## src/logic/rtc_status_monitor_fix.sv

```systemverilog
// holds no logic: the monitor and its synchroniser live in their own files

```

## src/logic/rtc_mon_pkg.sv

```systemverilog
// constants, field layout and modes of the rtc status monitor and interrupt logic
// assumes a 125 MHz system clock and a 32.768 kHz oscillator sampled on it
package rtc_mon_pkg;

    // ========================================================================
    // register addresses (4-bit register index of the serial engine)
    localparam logic [3:0] TRIM_ADDR = 4'h7;
    localparam logic [3:0] CTRL_A_ADDR = 4'he;
    localparam logic [3:0] CTRL_B_ADDR = 4'hf;

    // ========================================================================
    // interrupt_enable_control field positions
    localparam int unsigned A_WEEKLY_EN = 7;
    localparam int unsigned A_DAILY_EN = 6;
    localparam int unsigned A_HOUR_FMT = 5;
    localparam int unsigned A_CLK_DIS_B = 4;
    localparam int unsigned A_TEST = 3;
    localparam int unsigned A_PSEL_MSB = 2;
    localparam int unsigned A_PSEL_LSB = 0;

    // ========================================================================
    // status_flag_control field positions
    localparam int unsigned B_VSEL = 7;
    localparam int unsigned B_LOWV = 6;
    localparam int unsigned B_OSCR = 5;
    localparam int unsigned B_PON = 4;
    localparam int unsigned B_CLK_DIS_A = 3;
    localparam int unsigned B_PFLAG = 2;
    localparam int unsigned B_WFLAG = 1;
    localparam int unsigned B_DFLAG = 0;

    // ========================================================================
    // trim register field positions
    localparam int unsigned T_INTERVAL = 7;
    localparam int unsigned T_VALUE_MSB = 6;

    // ========================================================================
    // reset values
    localparam logic [7:0] REG_CLEAR = 8'h00;
    localparam logic PON_RESET = 1'b1;
    localparam logic OSCR_RESET = 1'b0;

    // ========================================================================
    // periodic select codes
    typedef enum logic [2:0] {
        PSEL_OFF = 3'b000,
        PSEL_LOW = 3'b001,
        PSEL_2HZ = 3'b010,
        PSEL_1HZ = 3'b011,
        PSEL_SEC = 3'b100,
        PSEL_MIN = 3'b101,
        PSEL_HOUR = 3'b110,
        PSEL_MONTH = 3'b111
    } periodic_sel_t;

    // ========================================================================
    // timing
    localparam int unsigned SYS_CLK_HZ = 125_000_000;
    localparam int unsigned OSC_HZ = 32768;
    localparam logic [16:0] SEC_TICKS = 17'h08000;
    localparam logic [16:0] HALF_TICKS = 17'h04000;
    localparam logic [16:0] QUARTER_TICKS = 17'h02000;
    localparam int unsigned SAMPLE_TIME_US = 7800;
    localparam logic [16:0] SAMPLE_TICKS = 17'((SAMPLE_TIME_US * OSC_HZ + 999_999) / 1_000_000);
    localparam int unsigned OSC_HALT_TIME_US = 100;
    localparam int unsigned OSC_HALT_CYCLES = OSC_HALT_TIME_US * (SYS_CLK_HZ / 1_000_000);
    localparam logic [5:0] TRIM_SECS_SHORT = 6'h14;
    localparam logic [5:0] TRIM_SECS_LONG = 6'h3c;

    // ========================================================================
    // trim value coding (7-bit two's complement, 2 oscillator ticks per step)
    localparam logic [6:0] TRIM_POS_MIN = 7'h02;
    localparam logic [6:0] TRIM_POS_MAX = 7'h3f;
    localparam logic [6:0] TRIM_NEG_MIN = 7'h42;
    localparam logic [6:0] TRIM_ONE = 7'h01;
    localparam logic [6:0] TRIM_ZERO = 7'h00;

endpackage

```

## src/logic/rtc_status_monitor.sv

```systemverilog
// status monitor, trimmed second timebase and interrupt pin logic of the rtc
// assumes a serial engine giving a one-cycle register write strobe on clk_sys,
// time counters giving same-clock match and rollover pulses, and async comparators
module rtc_status_monitor
    import rtc_mon_pkg::*;
#(
    parameter int unsigned OSC_HALT_LIMIT = rtc_mon_pkg::OSC_HALT_CYCLES
) (
    input wire logic clk_sys,
    input wire logic rst_n,
    input wire logic osc_clk,
    input wire logic supply_below_1v6,
    input wire logic supply_below_1v3,
    input wire logic reg_wr,
    input wire logic [3:0] reg_addr,
    input wire logic [7:0] reg_wdata,
    output logic [7:0] reg_rdata,
    input wire logic weekly_alarm_match,
    input wire logic daily_alarm_match,
    input wire logic minute_rollover,
    input wire logic hour_rollover,
    input wire logic month_rollover,
    output logic second_tick,
    output logic hour_format,
    output logic test_mode,
    output logic clock_out_active,
    output logic supply_sample_en,
    output logic irq_n_pin_o,
    output logic irq_n_pin_oe
);

    import rtc_mon_pkg::*;

    localparam int unsigned HALT_W = $clog2(OSC_HALT_LIMIT + 1);
    localparam logic [HALT_W-1:0] HALT_LAST = HALT_W'(OSC_HALT_LIMIT - 1);
    localparam logic [HALT_W-1:0] HALT_ONE = HALT_W'(1);
    localparam logic [16:0] TICK_ONE = 17'h00001;
    localparam logic [5:0] SEC_ONE = 6'h01;

    // ========================================================================
    // synchronised inputs and oscillator edge
    logic [2:0] sync_out;
    logic osc_lvl;
    logic below_hi;
    logic below_lo;
    logic osc_prev_q;
    logic osc_tick;

    level_sync #(
        .WIDTH(3)
    ) u_sync (
        .clk_sys(clk_sys),
        .rst_n(rst_n),
        .din({osc_clk, supply_below_1v3, supply_below_1v6}),
        .dout(sync_out)
    );

    assign osc_lvl = sync_out[2];
    assign below_lo = sync_out[1];
    assign below_hi = sync_out[0];
    assign osc_tick = osc_lvl & ~osc_prev_q;

    // ========================================================================
    // register state
    logic [7:0] ctrl_a_q;
    logic [7:0] ctrl_a_d;
    logic [7:0] trim_q;
    logic [7:0] trim_d;
    logic vsel_q, vsel_d;
    logic lowv_q, lowv_d;
    logic oscr_q, oscr_d;
    logic pon_q, pon_d;
    logic clkdis_a_q, clkdis_a_d;
    logic pflag_q, pflag_d;
    logic wflag_q, wflag_d;
    logic dflag_q, dflag_d;
    logic [7:0] rdata_q;
    logic [7:0] rdata_d;

    // write strobes per register
    logic wr_a;
    logic wr_b;
    logic wr_t;
    assign wr_a = reg_wr & (reg_addr == CTRL_A_ADDR);
    assign wr_b = reg_wr & (reg_addr == CTRL_B_ADDR);
    assign wr_t = reg_wr & (reg_addr == TRIM_ADDR);

    // field views
    logic weekly_en;
    logic daily_en;
    logic clkdis_b;
    periodic_sel_t psel;
    logic trim_long;
    logic [6:0] trim_val;
    assign weekly_en = ctrl_a_q[A_WEEKLY_EN];
    assign daily_en = ctrl_a_q[A_DAILY_EN];
    assign clkdis_b = ctrl_a_q[A_CLK_DIS_B];
    assign psel = periodic_sel_t'(ctrl_a_q[A_PSEL_MSB:A_PSEL_LSB]);
    assign trim_long = trim_q[T_INTERVAL];
    assign trim_val = trim_q[T_VALUE_MSB:0];

    // host clear requests: a 0 written to the bit
    logic clr_lowv;
    logic clr_pon;
    logic clr_pflag;
    logic clr_wflag;
    logic clr_dflag;
    assign clr_lowv = wr_b & ~reg_wdata[B_LOWV];
    assign clr_pon = wr_b & ~reg_wdata[B_PON];
    assign clr_pflag = wr_b & ~reg_wdata[B_PFLAG];
    assign clr_wflag = wr_b & ~reg_wdata[B_WFLAG];
    assign clr_dflag = wr_b & ~reg_wdata[B_DFLAG];

    // ========================================================================
    // trimmed one-second timebase
    logic [16:0] tick_cnt_q;
    logic [16:0] tick_cnt_d;
    logic [5:0] sec_idx_q;
    logic [5:0] sec_idx_d;
    logic [5:0] sec_period;
    logic adj_slot;
    logic [16:0] adj_ext;
    logic [16:0] adj_short;
    logic trim_pos;
    logic trim_neg;
    logic [16:0] sec_len;
    logic sec_end;
    logic second_tick_q;

    // only one second in each interval is stretched or shortened
    assign sec_period = trim_long ? TRIM_SECS_LONG : TRIM_SECS_SHORT;
    assign adj_slot = (sec_idx_q == 6'h00);
    assign trim_pos = (trim_val >= TRIM_POS_MIN) & (trim_val <= TRIM_POS_MAX);
    assign trim_neg = (trim_val >= TRIM_NEG_MIN);
    assign adj_ext = 17'({trim_val - TRIM_ONE, 1'b0});
    assign adj_short = 17'({TRIM_ZERO - trim_val, 1'b0});
    assign sec_len = !adj_slot ? SEC_TICKS :
                     trim_pos ? SEC_TICKS + adj_ext :
                     trim_neg ? SEC_TICKS - adj_short : SEC_TICKS;
    assign sec_end = osc_tick & (tick_cnt_q >= sec_len - TICK_ONE);
    assign tick_cnt_d = sec_end ? 17'h00000 : (osc_tick ? tick_cnt_q + TICK_ONE : tick_cnt_q);
    assign sec_idx_d = !sec_end ? sec_idx_q :
                       (sec_idx_q >= sec_period - SEC_ONE) ? 6'h00 : sec_idx_q + SEC_ONE;

    // pulse-mode waveforms fall at each second boundary
    logic pulse_1hz_low;
    logic pulse_2hz_low;
    assign pulse_1hz_low = (tick_cnt_q < HALF_TICKS);
    assign pulse_2hz_low = (tick_cnt_q < QUARTER_TICKS) |
                           ((tick_cnt_q >= HALF_TICKS) & (tick_cnt_q < HALF_TICKS + QUARTER_TICKS));

    // timebase counters; the clock output path never sees the trim
    always_ff @(posedge clk_sys or negedge rst_n) begin
        if (!rst_n) begin
            osc_prev_q <= 1'b0;
            tick_cnt_q <= 17'h00000;
            sec_idx_q <= 6'h00;
            second_tick_q <= 1'b0;
        end else begin
            osc_prev_q <= osc_lvl;
            tick_cnt_q <= tick_cnt_d;
            sec_idx_q <= sec_idx_d;
            second_tick_q <= sec_end;
        end
    end

    // ========================================================================
    // oscillator halt detection
    logic [HALT_W-1:0] halt_cnt_q;
    logic [HALT_W-1:0] halt_cnt_d;
    logic osc_halt;

    // a stalled oscillator leaves no edge for the whole window
    assign osc_halt = (halt_cnt_q == HALT_LAST);
    assign halt_cnt_d = osc_tick ? '0 : (osc_halt ? halt_cnt_q : halt_cnt_q + HALT_ONE);

    always_ff @(posedge clk_sys or negedge rst_n) begin
        if (!rst_n) begin
            halt_cnt_q <= '0;
        end else begin
            halt_cnt_d_unused_guard: begin
                halt_cnt_q <= halt_cnt_d;
            end
        end
    end

    // ========================================================================
    // supply sampling window
    logic sample_active;
    logic below_sel;
    logic sample_en_q;

    // duty cycling saves comparator current; no sampling once a drop is held
    assign sample_active = (tick_cnt_q < SAMPLE_TICKS) & ~lowv_q & ~pon_q;
    assign below_sel = vsel_q ? below_lo : below_hi;

    // ========================================================================
    // interrupt sources
    logic level_evt;
    logic per_low;
    logic alarm_low;
    logic irq_low;
    logic weekly_set;
    logic daily_set;

    assign weekly_set = weekly_alarm_match & weekly_en;
    assign daily_set = daily_alarm_match & daily_en;

    // level-mode events and the pin request per periodic code
    always_comb begin
        level_evt = 1'b0;
        per_low = 1'b0;
        case (psel)
            PSEL_OFF: per_low = 1'b0;
            PSEL_LOW: per_low = 1'b1;
            PSEL_2HZ: per_low = pulse_2hz_low;
            PSEL_1HZ: per_low = pulse_1hz_low;
            PSEL_SEC: begin
                level_evt = sec_end;
                per_low = pflag_q;
            end
            PSEL_MIN: begin
                level_evt = minute_rollover;
                per_low = pflag_q;
            end
            PSEL_HOUR: begin
                level_evt = hour_rollover;
                per_low = pflag_q;
            end
            PSEL_MONTH: begin
                level_evt = month_rollover;
                per_low = pflag_q;
            end
            default: begin
                level_evt = 1'b0;
                per_low = 1'b0;
            end
        endcase
    end

    // flag and its enable both needed; clearing a flag releases its drive
    assign alarm_low = (wflag_q & weekly_en) | (dflag_q & daily_en);
    assign irq_low = per_low | alarm_low;

    // ========================================================================
    // next register values; hardware set wins over a host clear of pflag, wflag and dflag
    assign ctrl_a_d = pon_q ? REG_CLEAR : (wr_a ? reg_wdata : ctrl_a_q);
    assign trim_d = pon_q ? REG_CLEAR : (wr_t ? reg_wdata : trim_q);
    assign vsel_d = pon_q ? 1'b0 : (wr_b ? reg_wdata[B_VSEL] : vsel_q);
    assign clkdis_a_d = pon_q ? 1'b0 : (wr_b ? reg_wdata[B_CLK_DIS_A] : clkdis_a_q);
    assign pon_d = pon_q & ~clr_pon;
    assign lowv_d = pon_q ? 1'b0 : ((sample_active & below_sel) | (lowv_q & ~clr_lowv));
    assign oscr_d = osc_halt ? 1'b0 : (wr_b ? reg_wdata[B_OSCR] : oscr_q);
    assign pflag_d = pon_q ? 1'b0 : (level_evt | (pflag_q & ~clr_pflag));
    assign wflag_d = pon_q ? 1'b0 : (weekly_set | (wflag_q & ~clr_wflag));
    assign dflag_d = pon_q ? 1'b0 : (daily_set | (dflag_q & ~clr_dflag));

    // power-up from 0 V is the asynchronous reset
    always_ff @(posedge clk_sys or negedge rst_n) begin
        if (!rst_n) begin
            ctrl_a_q <= REG_CLEAR;
            trim_q <= REG_CLEAR;
            vsel_q <= 1'b0;
            clkdis_a_q <= 1'b0;
            pon_q <= PON_RESET;
            lowv_q <= 1'b0;
            oscr_q <= OSCR_RESET;
            pflag_q <= 1'b0;
            wflag_q <= 1'b0;
            dflag_q <= 1'b0;
        end else begin
            ctrl_a_q <= ctrl_a_d;
            trim_q <= trim_d;
            vsel_q <= vsel_d;
            clkdis_a_q <= clkdis_a_d;
            pon_q <= pon_d;
            lowv_q <= lowv_d;
            oscr_q <= oscr_d;
            pflag_q <= pflag_d;
            wflag_q <= wflag_d;
            dflag_q <= dflag_d;
        end
    end

    // ========================================================================
    // read back, registered; unmapped addresses read zero
    logic [7:0] status_b;
    assign status_b = {vsel_q, lowv_q, oscr_q, pon_q, clkdis_a_q, pflag_q, wflag_q, dflag_q};
    assign rdata_d = (reg_addr == CTRL_A_ADDR) ? ctrl_a_q :
                     (reg_addr == CTRL_B_ADDR) ? status_b :
                     (reg_addr == TRIM_ADDR) ? trim_q : REG_CLEAR;

    // ========================================================================
    // output flops
    logic irq_oe_q;
    logic clk_out_q;
    logic hour_fmt_q;
    logic test_q;

    always_ff @(posedge clk_sys or negedge rst_n) begin
        if (!rst_n) begin
            rdata_q <= REG_CLEAR;
            irq_oe_q <= 1'b0;
            clk_out_q <= 1'b0;
            hour_fmt_q <= 1'b0;
            test_q <= 1'b0;
            sample_en_q <= 1'b0;
        end else begin
            rdata_q <= rdata_d;
            irq_oe_q <= irq_low;
            clk_out_q <= ~(clkdis_a_q & clkdis_b);
            hour_fmt_q <= ctrl_a_q[A_HOUR_FMT];
            test_q <= ctrl_a_q[A_TEST];
            sample_en_q <= sample_active;
        end
    end

    assign reg_rdata = rdata_q;
    assign second_tick = second_tick_q;
    assign hour_format = hour_fmt_q;
    assign test_mode = test_q;
    assign clock_out_active = clk_out_q;
    assign supply_sample_en = sample_en_q;
    assign irq_n_pin_o = 1'b0;
    assign irq_n_pin_oe = irq_oe_q;

endmodule

```

## src/logic/level_sync.sv

```systemverilog
// two flip-flop synchroniser for asynchronous levels
// assumes inputs change slowly against clk_sys
module level_sync #(
    parameter int unsigned WIDTH = 1
) (
    input wire logic clk_sys,
    input wire logic rst_n,
    input wire logic [WIDTH-1:0] din,
    output logic [WIDTH-1:0] dout
);

    logic [WIDTH-1:0] meta_q;
    logic [WIDTH-1:0] stable_q;

    // ========================================================================
    // first stage feeds only the second stage
    always_ff @(posedge clk_sys or negedge rst_n) begin
        if (!rst_n) begin
            meta_q <= '0;
            stable_q <= '0;
        end else begin
            meta_q <= din;
            stable_q <= meta_q;
        end
    end

    assign dout = stable_q;

endmodule

```

## config.mk

```make
export PLATFORM = sky130hd
export DESIGN_NAME = rtc_status_monitor
export DESIGN_NICKNAME = d
export VERILOG_FILES = /design/src/logic/rtc_status_monitor_fix.sv /design/src/logic/rtc_mon_pkg.sv /design/src/logic/rtc_status_monitor.sv /design/src/logic/level_sync.sv
export SDC_FILE = /design/constraint.sdc
export NUM_CORES = 1
export LEC_CHECK = 0
export ABC_AREA = 0
export BUFFER_PORTS_ARGS = -buffer_cell sky130_fd_sc_hd__buf_4
export CORE_MARGIN = 4
export CORE_UTILIZATION = 50
export DETAILED_ROUTE_END_ITERATION = 7
export GPL_ROUTABILITY_DRIVEN = 0
export PLACE_DENSITY = 0.68
export SLEW_MARGIN = 20
export SYNTH_ARGS = -nofsm -noshare
export SYNTH_HDL_FRONTEND = slang
export SYNTH_SLANG_ARGS = --single-unit
```

## constraint.sdc

```tcl
create_clock -name clk_sys -period 6.7 [get_ports clk_sys]
set_clock_uncertainty 0.05 [all_clocks]
set_input_delay 2.01 -clock clk_sys [delete_from_list [all_inputs] [get_ports clk_sys]]
set_output_delay 2.01 -clock clk_sys [all_outputs]
set_load 0.02 [all_outputs]
```

==> summary.md <==
| Metric | Value |
|---|---|
| Worst-Margin Slew | `0.913 ns` |
| Clock share of power | `0.342` |
| IO Port Bufs | `36` |
| Syn Area/Cell | `8.94 sq um` |
| Final hold violations | `0` |
| Crit path max-delay cell type | `dfrtp_1` |
| Die area | `0.0115 sq mm` |
| Yosys top cell by area | `dfrtp_1` |
| Crit path required time | `6.93 ns` |
| Vias per Instance | `5.74` |
| Rows | `35` |
| Tightest Hold Check Type | `reg -> reg` |
| Worst vdd ir | `0.000171 V` |
| Switch Pwr | `390 uW` |
| Cell leakage power | `0.00258 uW` |
| Post-synthesis register bit count | `82` |
| Post-Layout Cell Count | `712` |
| Main synth FF type | `dfrtp_1` |
| Number of global-route vias before repair | `3979` |
| Clk pin slew, worst setup/hold paths | `0.09 ns` |
| Sw frac | `0.302` |
| Sequential share of power | `0.448` |
| Largest net degree at the start of global routing | `59` |
| Pwr/cell area | `233 mW/mm^2` |
| # hold bufs at CTS | `0` |
| Mapped Cells | `549` |
| Fin crit share | `0.783` |
| CTS sink count | `82` |
| Die X | `107 um` |
| Final Power | `1290 uW` |
| Internal | `900 uW` |
| RSZ-0062 raised after global routing | `no` |
| Placed cells | `696` |
| Final nets | `630` |
| Top cells by area, synth | `dfrtp_1 (41%), ha_1 (7.4%), nand2_1 (5.1%), nor2_1 (4.6%), a21oi_1 (4.2%)` |
| Setup crit end kind | `flip-flop` |
| Post-synthesis net count | `601` |
| Dpl hpwl | `8060 um` |
| Number of synthesized flops with an enable pin | `0` |
| Initial antenna violation count | `0` |
| Drt total wl | `11200 um` |
| Placed inst area | `0.00528 sq mm` |
| Top Family by Delay on Critical Path | `simple AND/OR/NAND/NOR gates` |
| GRT Util Overall | `0.207` |
| Clk_lat worst skew | `0.35 ns` |
| # IOs | `38` |
| Most used cell, CP | `ha_1` |
| Setup violators final | `0` |
| Instance count on the critical path | `21` |
| Critical-path cell list | `inv_1 -> ha_1 -> nor3b_1 -> nand2_1 -> xnor2_1 -> ha_1 -> o21ai_0 -> o31a_1 -> a41oi_2 -> nor4_4 -> nor2_1 -> ha_1 -> nand4_1 -> nor4_1 -> a211o_1 -> a21o_1 -> a221oi_1 -> buf_4 -> nand2b_1 -> inv_2 -> nor2_1` |
| Outcome | `completed` |
| Worst hold stages | `0` |
| First-pass GRT wire length | `19300 um` |
| Final-layout fill cell count | `828` |
| Root Driver | `clkbuf_8` |
| CTS tree | `done` |
| GR Overflow Total | `0` |
| Routed WL per cell | `15.8 um` |
| Synthesized cell area | `0.00491 sq mm` |
| Startpoint class of the critical path | `flip-flop` |
| Max Root-Sink Buffers | `2` |
| DR iter-0 viols | `174` |
| Asr flop ratio synth | `1.00` |
| Htree depth | `3` |
| Design area | `0.00552 sq mm` |
| Core Area | `0.00942 sq mm` |
| Setup TNS | `0 ns` |
| Starting Density | `0.521` |
| Top-area cell type share of the netlist area | `0.413` |
| TritonCTS Buffers | `9` |
| Maxcap violations | `0` |
| DRC viols | `0` |
| Antenna cells | `0` |
| Final worst path period need | `5.25 ns` |
| Seq/Total Area, Yosys | `0.418` |
| Vias | `4088` |
| Crit Path Category | `reg -> reg` |
| Peak fanout along the critical path | `14` |
| DRT Pass-1 Iters | `4` |
| # resized after CTS | `0` |
| Worst slew margin relative to its limit | `0.389` |
| CP bufs+invs | `3` |
| Post-CTS setup buffer count | `0` |
| Post-synth cell types | `63` |
| Maximum clock rate | `191 MHz` |
| Share of layout cells above drive strength 1 | `0.134` |
| Largest stage delay, worst path | `0.54 ns` |
| Area Overhead vs Synth | `12.5%` |
| Routed Antenna Nets | `0` |
| Worst Path Arrival | `5.47 ns` |
| Synth Warn # | `0` |
| Comb power frac | `0.209` |
| Hold WS | `0.305 ns` |
| Slew Limit Fails | `0` |
| R2R depth | `21` |
| Die Height | `107 um` |
==> final timing paths <==
check	endpoint	from	slack (ns)
min in group asynchronous	reg_rdata[0]	rst_n	1.51
hold / removal	u_sync.dout[1]	u_sync.meta_q[1]	0.31
max in group asynchronous	halt_cnt_q[2]	rst_n	4.05
setup / recovery	tick_cnt_q[12]	trim_q[0]	1.45
setup reg to reg	tick_cnt_q[12]	trim_q[0]	1.45
hold reg to reg	u_sync.dout[1]	u_sync.meta_q[1]	0.31
==> sequential cells by signal (all words and copies together), names as in the netlist, 3 cells and up <==
| register | flops |
|---|---|
| tick_cnt_q | 17 |
| reg_rdata | 8 |
| u_sync.meta_q | 3 |
| ctrl_a_q | 8 |
| u_sync.dout | 3 |
| trim_q | 8 |
| sec_idx_q | 6 |
| halt_cnt_q | 14 |
==> Yosys cell counts, drive strengths merged, types with 10 or more instances <==
library cell  number
xor2              21
nand3             41
a21o              11
nor3              10
nor2              60
o21ai             22
dfrtp             81
ha                29
inv               19
nand2             67
a21oi             41
xnor2             13
clkbuf            18
==> per-layer routing <==
metal,track usage,vias up,wire length (um)
met5,0,-,0
met4,0.0466,0,148
met3,0.0403,15,430
met2,0.337,85,5310
met1,0.286,1992,5350
li1,-,1996,-
==> cells in the final DEF (no fill, tap or decap), types with 4 or more instances in the layout <==
| master | n |
|---|---|
| a21o_1 | 11 |
| a21oi_1 | 41 |
| a22oi_1 | 9 |
| and3_1 | 5 |
| buf_4 | 41 |
| clkbuf_8 | 9 |
| dfrtp_1 | 81 |
| ha_1 | 29 |
| inv_1 | 18 |
| mux2i_1 | 4 |
| nand2_1 | 67 |
| nand2b_1 | 7 |
| nand3_1 | 41 |
| nand4_1 | 8 |
| nor2_1 | 60 |
| nor2b_1 | 8 |
| nor3_1 | 10 |
| nor4_1 | 8 |
| o21ai_0 | 22 |
| o31ai_1 | 5 |
| o41ai_1 | 4 |
| or2_2 | 5 |
| or3_1 | 4 |
| xnor2_1 | 12 |
| xor2_1 | 21 |
==> per-stage QoR <==
step / util / setup slack [ns]
6_report: 0.587 / 1.45
5_1_grt: 0.587 / 1.10
4_1_cts: 0.587 / 1.53
3_5_place_dp: 0.560 / 1.56
3_3_place_gp: 0.560 / 1.72
2_1_floorplan: - / 2.00
==> power by group through the flow <==
stage / clock network (uW) / logic, uW / registers [uW]
floorplan: 0 / 206 / 570
global placement: 0 / 263 / 586
detailed placement: 0 / 269 / 588
CTS: 453 / 271 / 578
global route: 473 / 304 / 585
finish: 441 / 270 / 578
==> logic make-up (layout without fill, tap and decap cells) <==
| family | count (synthesis) | in the layout | share of synthesized area |
|---|---|---|---|
| DFF | 82 | 82 | 0.418 |
| xor gates and xnor gates | 34 | 34 | 0.0645 |
| muxes | 5 | 5 | 0.0104 |
| other | 1 | 1 | 0.000764 |
| AOI/OAI and AO/OA | 118 | 118 | 0.162 |
| and+or+nand+nor | 238 | 238 | 0.234 |
| adders and majority gates | 29 | 29 | 0.0739 |
| buffers and inverters | 42 | 76 | 0.0354 |
==> layout make-up <==
cell class | instances | area [sq um] | area share
clock inverter | 7 | 124 | 0.0224
sequential | 82 | 2050 | 0.372
inverter | 19 | 71.3 | 0.0129
clock buffer | 9 | 124 | 0.0224
timing repair buffer | 41 | 308 | 0.0557
multi-input combinational | 425 | 2680 | 0.486
tap | 129 | 161 | 0.0292
Power figures use the tool's default switching activity.
